**src/design/hbm_pkg.sv**
```systemverilog
package hbm_pkg;

    // ----------------------------------------
    // widths and reset values
    // ----------------------------------------
    localparam int unsigned BYTE_W    = 8;
    localparam int unsigned PROD_W    = 16;
    localparam logic [7:0]  PROD_RST  = 8'h00;
    localparam int unsigned MUL_CYCLES = 1;

    // ----------------------------------------
    // carriers
    // ----------------------------------------
    typedef struct packed {
        logic       mul_go;
        logic [7:0] working_register;
        logic [7:0] file_operand;
    } hbm_mul_req_s;

    typedef struct packed {
        logic       wr_high;
        logic       wr_low;
        logic [7:0] wdata;
    } hbm_sw_wr_s;

    typedef struct packed {
        logic [7:0] product_high_byte;
        logic [7:0] product_low_byte;
    } hbm_prod_s;

    typedef struct packed {
        hbm_prod_s  prod;
        logic       done;
    } hbm_state_s;

endpackage : hbm_pkg

```
**src/design/hbm_mul8.sv**
```systemverilog
`timescale 1ns/10ps
// ----------------------------------------
// combinational 8x8 unsigned array product
// ----------------------------------------
module hbm_mul8 (
    input  wire logic [7:0]  a,
    input  wire logic [7:0]  b,
    output logic      [15:0] p
);
    function automatic logic [15:0] hbm_umul(input logic [7:0] x, input logic [7:0] y);
        logic [15:0] acc;
        acc = 16'h0000;
        for (int i = 0; i < 8; i++) begin
            if (y[i]) begin
                acc = acc + (16'(x) << i);
            end
        end
        return acc;
    endfunction : hbm_umul

    // full width, no truncation
    assign p = hbm_umul(a, b);
endmodule : hbm_mul8

```
**src/design/hbm_byte_multiplier.sv**
```systemverilog
`timescale 1ns/10ps
module hbm_byte_multiplier (
    input  wire logic                 clk,
    input  wire logic                 rst,
    input  wire hbm_pkg::hbm_mul_req_s req,
    input  wire hbm_pkg::hbm_sw_wr_s  sw_wr,
    input  wire logic [7:0]           status_in,
    output logic      [7:0]           status_out,
    output hbm_pkg::hbm_prod_s        prod,
    output logic                      mul_done
);
    // ----------------------------------------
    // state
    // ----------------------------------------
    hbm_pkg::hbm_state_s state_q;
    hbm_pkg::hbm_state_s state_d;
    logic [15:0]         product;
    logic [15:0]         mul_ref;
    logic [15:0]         sign_ref;

    // ----------------------------------------
    // reference arithmetic for the checks
    // ----------------------------------------
    // sign extension to 16 bits keeps the low 16 bits of the signed product exact
    function automatic logic [15:0] hbm_sprod(input logic [7:0] x, input logic [7:0] y);
        return {{8{x[7]}}, x} * {{8{y[7]}}, y};
    endfunction : hbm_sprod

    // zero extension first, so no product bit is lost
    function automatic logic [15:0] hbm_uprod(input logic [7:0] x, input logic [7:0] y);
        return 16'(x) * 16'(y);
    endfunction : hbm_uprod

    assign mul_ref  = hbm_uprod(req.working_register, req.file_operand);
    assign sign_ref = hbm_sprod(req.working_register, req.file_operand);

    // ----------------------------------------
    // array multiplier
    // ----------------------------------------
    hbm_mul8 hbm_mul8_i (
        .a (req.working_register),
        .b (req.file_operand),
        .p (product)
    );

    // ----------------------------------------
    // next state
    // ----------------------------------------
    // multiply beats a same-cycle software write; both bytes land together
    always_comb begin
        state_d      = state_q;
        state_d.done = 1'b0;
        if (req.mul_go) begin
            state_d.prod.product_high_byte = product[15:8];
            state_d.prod.product_low_byte  = product[7:0];
            state_d.done                   = 1'b1;
        end else begin
            if (sw_wr.wr_high) begin
                state_d.prod.product_high_byte = sw_wr.wdata;
            end
            if (sw_wr.wr_low) begin
                state_d.prod.product_low_byte = sw_wr.wdata;
            end
        end
    end

    always_ff @(posedge clk or posedge rst) begin
        if (rst) begin
            state_q <= '{prod: '{hbm_pkg::PROD_RST, hbm_pkg::PROD_RST}, done: 1'b0};
        end else begin
            state_q <= state_d;
        end
    end

    assign prod       = state_q.prod;
    assign mul_done   = state_q.done;
    // flags pass straight through; multiplier has no flag path
    assign status_out = status_in;

    // ----------------------------------------
    // checks
    // ----------------------------------------
    chk_full_product: assert property (@(posedge clk) disable iff (rst)
        req.mul_go |=> {prod.product_high_byte, prod.product_low_byte}
            == 16'($past(req.working_register)) * 16'($past(req.file_operand)))
        else $error("product differs from operand product");

    chk_high_byte_place: assert property (@(posedge clk) disable iff (rst)
        req.mul_go && req.working_register == 8'hff && req.file_operand == 8'hff
        |=> prod.product_high_byte == 8'hfe && prod.product_low_byte == 8'h01)
        else $error("product bytes misplaced");

    chk_flags_kept: assert property (@(posedge clk) disable iff (rst)
        req.mul_go |-> status_out == status_in)
        else $error("multiply altered flags");

    chk_one_cycle: assert property (@(posedge clk) disable iff (rst)
        req.mul_go |=> mul_done ##1 (mul_done == $past(req.mul_go)))
        else $error("multiply not done in one cycle");

    chk_operand_source: assert property (@(posedge clk) disable iff (rst)
        req.mul_go && req.file_operand == 8'h01
        |=> prod.product_low_byte == $past(req.working_register)
            && prod.product_high_byte == 8'h00)
        else $error("operand not taken from working register");

    chk_sw_write: assert property (@(posedge clk) disable iff (rst)
        !req.mul_go && sw_wr.wr_low |=> prod.product_low_byte == $past(sw_wr.wdata))
        else $error("software write lost");

    chk_hold_idle: assert property (@(posedge clk) disable iff (rst)
        !req.mul_go && !sw_wr.wr_low && !sw_wr.wr_high |=> $stable(prod))
        else $error("product changed with no cause");

    chk_mul_wins: assert property (@(posedge clk) disable iff (rst)
        req.mul_go && sw_wr.wr_high
        |=> prod.product_high_byte == $past(product[15:8]))
        else $error("software write beat multiply");

    // controller subtracts each operand where the other one is negative
    chk_sign_fix: assert property (@(posedge clk) disable iff (rst)
        req.mul_go |=> 8'(prod.product_high_byte
            - ($past(req.file_operand[7]) ? $past(req.working_register) : 8'h00)
            - ($past(req.working_register[7]) ? $past(req.file_operand) : 8'h00))
            == $past(sign_ref[15:8]))
        else $error("signed correction inconsistent");

    // ----------------------------------------
    // product value checks
    // ----------------------------------------
    chk_zero_operand: assert property (@(posedge clk) disable iff (rst)
        req.mul_go && (req.working_register == 8'h00 || req.file_operand == 8'h00)
        |=> prod.product_high_byte == 8'h00 && prod.product_low_byte == 8'h00)
        else $error("zero operand gave nonzero product");

    // both top bits set means the product reaches at least 4000h
    chk_no_trunc: assert property (@(posedge clk) disable iff (rst)
        req.mul_go && req.working_register[7] && req.file_operand[7]
        |=> prod.product_high_byte >= 8'h40)
        else $error("product upper bits lost");

    // ----------------------------------------
    // byte placement checks
    // ----------------------------------------
    chk_high_byte_math: assert property (@(posedge clk) disable iff (rst)
        req.mul_go |=> prod.product_high_byte == $past(mul_ref[15:8]))
        else $error("high byte not upper product bits");

    chk_low_byte_math: assert property (@(posedge clk) disable iff (rst)
        req.mul_go |=> prod.product_low_byte == $past(mul_ref[7:0]))
        else $error("low byte not lower product bits");

    // ----------------------------------------
    // flag checks
    // ----------------------------------------
    // flags are the core's; the multiplier must be invisible to them at all times
    chk_flags_idle: assert property (@(posedge clk) disable iff (rst)
        !req.mul_go |-> status_out == status_in)
        else $error("flags altered while idle");

    // ----------------------------------------
    // timing checks
    // ----------------------------------------
    chk_done_rise: assert property (@(posedge clk) disable iff (rst)
        req.mul_go |=> mul_done)
        else $error("done missing after multiply");

    chk_done_pulse: assert property (@(posedge clk) disable iff (rst)
        !req.mul_go |=> !mul_done)
        else $error("done without multiply");

    // back to back instructions each see their own product
    chk_back_to_back: assert property (@(posedge clk) disable iff (rst)
        req.mul_go ##1 req.mul_go
        |=> {prod.product_high_byte, prod.product_low_byte} == $past(mul_ref))
        else $error("second product late");

    // ----------------------------------------
    // operand source checks
    // ----------------------------------------
    chk_file_source: assert property (@(posedge clk) disable iff (rst)
        req.mul_go && req.working_register == 8'h01
        |=> prod.product_low_byte == $past(req.file_operand)
            && prod.product_high_byte == 8'h00)
        else $error("operand not taken from file register");

    // ----------------------------------------
    // software access checks
    // ----------------------------------------
    chk_high_write: assert property (@(posedge clk) disable iff (rst)
        !req.mul_go && sw_wr.wr_high |=> prod.product_high_byte == $past(sw_wr.wdata))
        else $error("software high write lost");

    chk_low_kept: assert property (@(posedge clk) disable iff (rst)
        !req.mul_go && sw_wr.wr_high && !sw_wr.wr_low |=> $stable(prod.product_low_byte))
        else $error("low byte hit by high write");

    chk_high_kept: assert property (@(posedge clk) disable iff (rst)
        !req.mul_go && sw_wr.wr_low && !sw_wr.wr_high |=> $stable(prod.product_high_byte))
        else $error("high byte hit by low write");

    // the low byte must follow the multiply too, never half a write
    chk_mul_wins_low: assert property (@(posedge clk) disable iff (rst)
        req.mul_go && sw_wr.wr_low |=> prod.product_low_byte == $past(mul_ref[7:0]))
        else $error("software low write beat multiply");
endmodule : hbm_byte_multiplier

```
**config.mk**
```make
export PLATFORM = sky130hd
export DESIGN_NAME = hbm_byte_multiplier
export DESIGN_NICKNAME = d
export VERILOG_FILES = /design/src/design/hbm_pkg.sv /design/src/design/hbm_mul8.sv /design/src/design/hbm_byte_multiplier.sv
export SDC_FILE = /design/constraint.sdc
export NUM_CORES = 1
export LEC_CHECK = 0
export BUFFER_PORTS_ARGS = -buffer_cell sky130_fd_sc_hd__buf_2
export CORE_MARGIN = 1.5
export CORE_UTILIZATION = 55
export CTS_BUF_LIST = sky130_fd_sc_hd__clkbuf_8
export CTS_CLUSTER_SIZE = 14
export DETAILED_ROUTE_END_ITERATION = 10
export PLACE_DENSITY = 0.88
export SLEW_MARGIN = 20
export SYNTH_ARGS = -nofsm -noshare
export SYNTH_HDL_FRONTEND = slang
export SYNTH_SLANG_ARGS = --single-unit
```
**constraint.sdc**
```tcl
create_clock -name clk -period 1.9 [get_ports clk]
set_clock_uncertainty 0.1 [all_clocks]
set_input_delay 0.095 -clock clk [delete_from_list [all_inputs] [get_ports clk]]
set_output_delay 0.095 -clock clk [all_outputs]
set_load 0.005 [all_outputs]
```
==> results.json, run 1 <==
{
  "outcome": "aborted with a tool error",
  "stop_stage": "global routing (5_1_grt)",
  "error": "[ERROR GRT-0116] Global routing finished with congestion. Check the congestion regions in the DRC Viewer.",
  "synth-seq-area-share_pct": 10.37,
  "ys_seq_elements": 17,
  "post-dp-hpwl_um": 13410,
  "ys_types": 66,
  "grt_pass1_vias": 7515,
  "post-place-ws_ns": -6.648,
  "die_w_um": 89.38,
  "place.gp.congestion": 0.9936,
  "async_reset_ff_share_pct": 100.0,
  "dp.cells": 806,
  "grt_max_degree": 28,
  "synth-main-ff-cell": "dfrtp_1",
  "synth.avg_cell_area_um2": 7.787,
  "synth_cells": 527,
  "synth.net_count": 632,
  "grt_usage_pct": 80.16,
  "io_buffers": 45,
  "start_util_pct": 56.58,
  "root_buffer": "clkbuf_8",
  "cts_buffers": 3,
  "grt_overflow": 32,
  "cts_max_level": 1,
  "grt_pass1_wl_um": 46590,
  "ys.warnings.count": 0,
  "synth_edf_count": 0,
  "syn-cell-area_um2": 4104,
  "rows": 31,
  "cts_max_path_buffers": 2,
  "io_pins": 62,
  "die_y_um": 89.38,
  "clock_sinks": 17
}
## cells by family after synthesis
logic type	count (synthesis)	synth area share, %
compound gates	182	31.74
flops	17	10.37
xor+xnor	30	6.402
mux	19	4.756
fa+ha+maj	68	22.01
simple gates	155	18.78
buf+inv	56	5.945
## layer usage
layer | GRT overflow | global-route usage (%)
met5 | 0 | 33.77
met4 | 16 | 78.04
met3 | 0 | 68.42
met2 | 16 | 93.23
met1 | 0 | 81.40
## Yosys cell counts (3+ instances only)
library cell  count  area share (%)
nand3b_1          5            0.91
and2_1            5            0.76
a211oi_1         19             3.5
mux2_2            4             1.1
buf_2             3            0.37
fa_1              7             3.4
nand2b_1         11             1.7
inv_1            27             2.5
o22ai_1           3            0.46
dfrtp_1          17              10
a221oi_1          5             1.1
nor2_1           29             2.7
o21ai_1           5            0.61
ha_1             61              19
buf_4             8             1.5
xnor2_1          20             4.3
nor3_1           11             1.3
or2_2             5            0.76
and3_1            6            0.91
nor2b_1          19             2.9
nand2_1          48             4.4
a21o_1           18             3.3
o211ai_1          6             1.1
a31oi_1           9             1.4
o21a_1            9             1.6
xor2_1           10             2.1
o21bai_1          5            0.91
buf_1             4            0.37
o21ai_0          25             3.0
a21oi_1          46             5.6
nand3_1           7            0.85
clkbuf_1         11             1.0
mux2i_1          15             3.7
or3_1             3            0.46
## repair_timing
item / 4_1_cts
pin swaps: 99
gates resized for setup: 118
setup endpoints to repair: 13
hold buffers: 1
hold endpoints to repair: 17
setup buffers: 46
## stage by stage
step | setup TNS [ns] | cell area (um2) | utilization, % | hold WS, ns
after CTS | -58.97 | 6855 | 94.51 | 0.06782
after detailed placement | -67.20 | 5857 | 80.75 | 0.08340
after global placement | -60.72 | 5857 | 80.75 | 0.07682
after floorplan | -56.56 | 4446 | - | -0.07893
==> run 2, diff against run 1 <==
- CORE_UTILIZATION: 55 -> 40
- CTS_BUF_LIST: sky130_fd_sc_hd__clkbuf_8 -> default
- CTS_CLUSTER_SIZE: 14 -> default
- PLACE_DENSITY: 0.88 -> default
- PLACE_DENSITY_LB_ADDON: default -> 0.15
==> results.json, run 2 <==
{
  "ys_types": 66,
  "synth_cells": 527,
  "worstSetupPathType": "primary input to flop",
  "drc": 0,
  "min_period_over_period_pct": 419.0,
  "syn_to_final_growth_pct": 77.90,
  "outcome": "finished, violations left",
  "gr-max-usage-layer": "met2",
  "violations": "negative setup slack",
  "cts_max_path_buffers": 2,
  "cts_buffers": 3,
  "async_reset_ff_share_pct": 100.0,
  "leakage_nw": 3.401,
  "dieArea_um2": 10880,
  "grt_usage_pct": 25.51,
  "irDropWorstVdd_mv": 0.5105,
  "synth-main-ff-cell": "dfrtp_1",
  "synth_area_leaders": "ha_1 (19%), dfrtp_1 (10%), a21oi_1 (5.6%)",
  "grt_pass1_vias": 4810,
  "io_buffers": 45,
  "crit_buf_inv": 5,
  "syn-cell-area_um2": 4104,
  "ant_nets": 0,
  "maxCapViolCount": 0,
  "wirelength_um": 16940,
  "drt_iter0_markers": 344,
  "insertedDiodeCount": 0,
  "setup_viol": 13,
  "root_buffer": "clkbuf_8",
  "min_path_type": "primary input to flop",
  "cp.required_ns": 1.91,
  "yosysMostFrequentCell": "ha_1",
  "end_kind": "flop",
  "dp.cells": 843,
  "nets": 882,
  "synth.net_count": 632,
  "min_from": "req[0]",
  "fmax_mhz": 125.6,
  "rrSetupSlack_ns": 0.66,
  "clk_pin_slew_worst_paths_ns": 0.06,
  "reg2reg_from": "prod[7]",
  "start_util_pct": 41.60,
  "synth_top_area_cell": "ha_1",
  "gr-usage-met3_pct": 0.9398,
  "final_common_cell": "buf_4",
  "place.gp.congestion": 0.8841,
  "layout-drive-gt1-share_pct": 57.47,
  "synth_edf_count": 0,
  "tritoncts": "built",
  "use_met2_pct": 44.92,
  "finalCriticalPeriod_ns": 7.961,
  "grt_pass1_wl_um": 23090,
  "synth.top_cell.area_share_pct": 18.60,
  "ys.warnings.count": 0,
  "cp_max_fo": 8,
  "worstHoldEndpoint": "prod[0]",
  "post-dp-hpwl_um": 10790,
  "power_density_nw_per_um2": 1135,
  "worstSkewPairLatency_ns": 0.24,
  "grt_overflow": 0,
  "hold_violations": 0,
  "holdPathStages": 3,
  "dr_total_vias": 5214,
  "synth.avg_cell_area_um2": 7.787,
  "mostFrequentLayoutCells": "buf_4 (216), buf_2 (42), nand2_1 (40)",
  "r2r_cells": 4,
  "startpoint": "req[0]",
  "cpPeakStageDelay_ns": 0.37,
  "grt_max_degree": 30,
  "layout.cells.non_filler": 909,
  "largest_reg_flops": 16,
  "critPathMostFrequentCell": "nand2_1",
  "worst_pin_slew_ns": 0.6352,
  "synth-seq-area-share_pct": 10.37,
  "io_pins": 62,
  "crit_family": "compound AO/OA/AOI/OAI gates",
  "coreArea_um2": 9864,
  "rsz0062_at_grt": "true",
  "die_y_um": 104.3,
  "first_pass_iters": 5,
  "antenna_found_initial": 0,
  "wl_per_cell_um": 18.63,
  "cts_max_level": 1,
  "met1_usage_pct": 34.51,
  "cp_slowest_cell": "a221oi_1",
  "ys_seq_elements": 17,
  "routed_via_density": 5.736,
  "r2r_end": "prod[7]",
  "rows": 36,
  "die_w_um": 104.3,
  "clock_sinks": 17,
  "worst_slack_ns": -6.061,
  "worstSetupStartpointType": "primary input",
  "slew_headroom_pct": 57.61,
  "synth_common_cells": "ha_1 (61), nand2_1 (48), a21oi_1 (46)",
  "total_power_mw": 8.290,
  "arrival_ns": 7.97,
  "drv_slew": 0
}
-- run 2: metrics by stage --
step	TNS [ns]	hold slack (ns)	setup slack, ns	instance area [um2]	util (%)
finish	-59.57	0.01912	-6.061	7301	74.01
global route	-62.67	0.03789	-6.418	7301	74.01
CTS	-56.11	0.01095	-5.603	6680	67.72
detailed placement	-63.51	0.09004	-6.292	5922	60.03
global placement	-62.23	0.09004	-6.176	5922	60.03
floorplan	-56.56	-0.07893	-5.690	4446	-
-- run 2: worst max-delay path by stage --
| stage | endpoint | slack [ns] | cells past startpoint |
|---|---|---|---|
| after detailed placement | prod[14] | -6.29 | 45 |
| after floorplan | prod[14] | -5.69 | 45 |
| after global placement | prod[14] | -6.18 | 45 |
| after global routing | prod[12] | -6.42 | 48 |
| final | prod[12] | -6.06 | 46 |
| after CTS | prod[13] | -5.60 | 42 |
-- run 2: cell type report --
class | count | area, um2
clock buffers | 4 | 45.04
well taps | 133 | 166.4
fillers | 618 | 2564
inverters | 30 | 117.6
flip-flops and latches | 17 | 425.4
multi-input cells | 454 | 4558
repair buffers | 271 | 1988
-- run 2: per-layer routing --
layer	part of all wire, %	wire length (um)	vias to the layer above
met4	3.5	592	0
met2	48	8179	209
met1	44	7411	2506
met3	4.4	752	64
met5	0	0	-
li1	-	-	2435
-- run 2: logic make-up after synthesis --
logic type      after synthesis  share of synthesized area (%)
compound gates              182                          31.74
xor+xnor                     30                          6.402
fa+ha+maj                    68                          22.01
buf+inv                      56                          5.945
flops                        17                          10.37
mux                          19                          4.756
simple gates                155                          18.78
-- run 2: power breakdown --
group / leakage (nW) / internal (mW) / switching [mW]
Sequential: 0.201 / 0.462 / 0.0421
Clock: 0.0228 / 0.148 / 0.109
Combinational: 3.18 / 4.14 / 3.39
-- run 2: timing repair --
item | 4_1_cts | 5_1_grt
setup endpoints to repair | 13 | 13
resized for setup | 81 | 77
hold buffers | 1 | 0
buffers inserted | 37 | 25
pin swaps | 97 | 75
hold endpoints to repair | 17 | 0
-- run 2: worst register-to-register path: stages, from the launching register on --
cell	delay [ns]
dfrtp_1	0.37
nor2b_1	0.13
a211oi_1	0.27
a21oi_1	0.07
a31o_1	0.20
No activity file was read; power rests on OpenSTA's default activity.
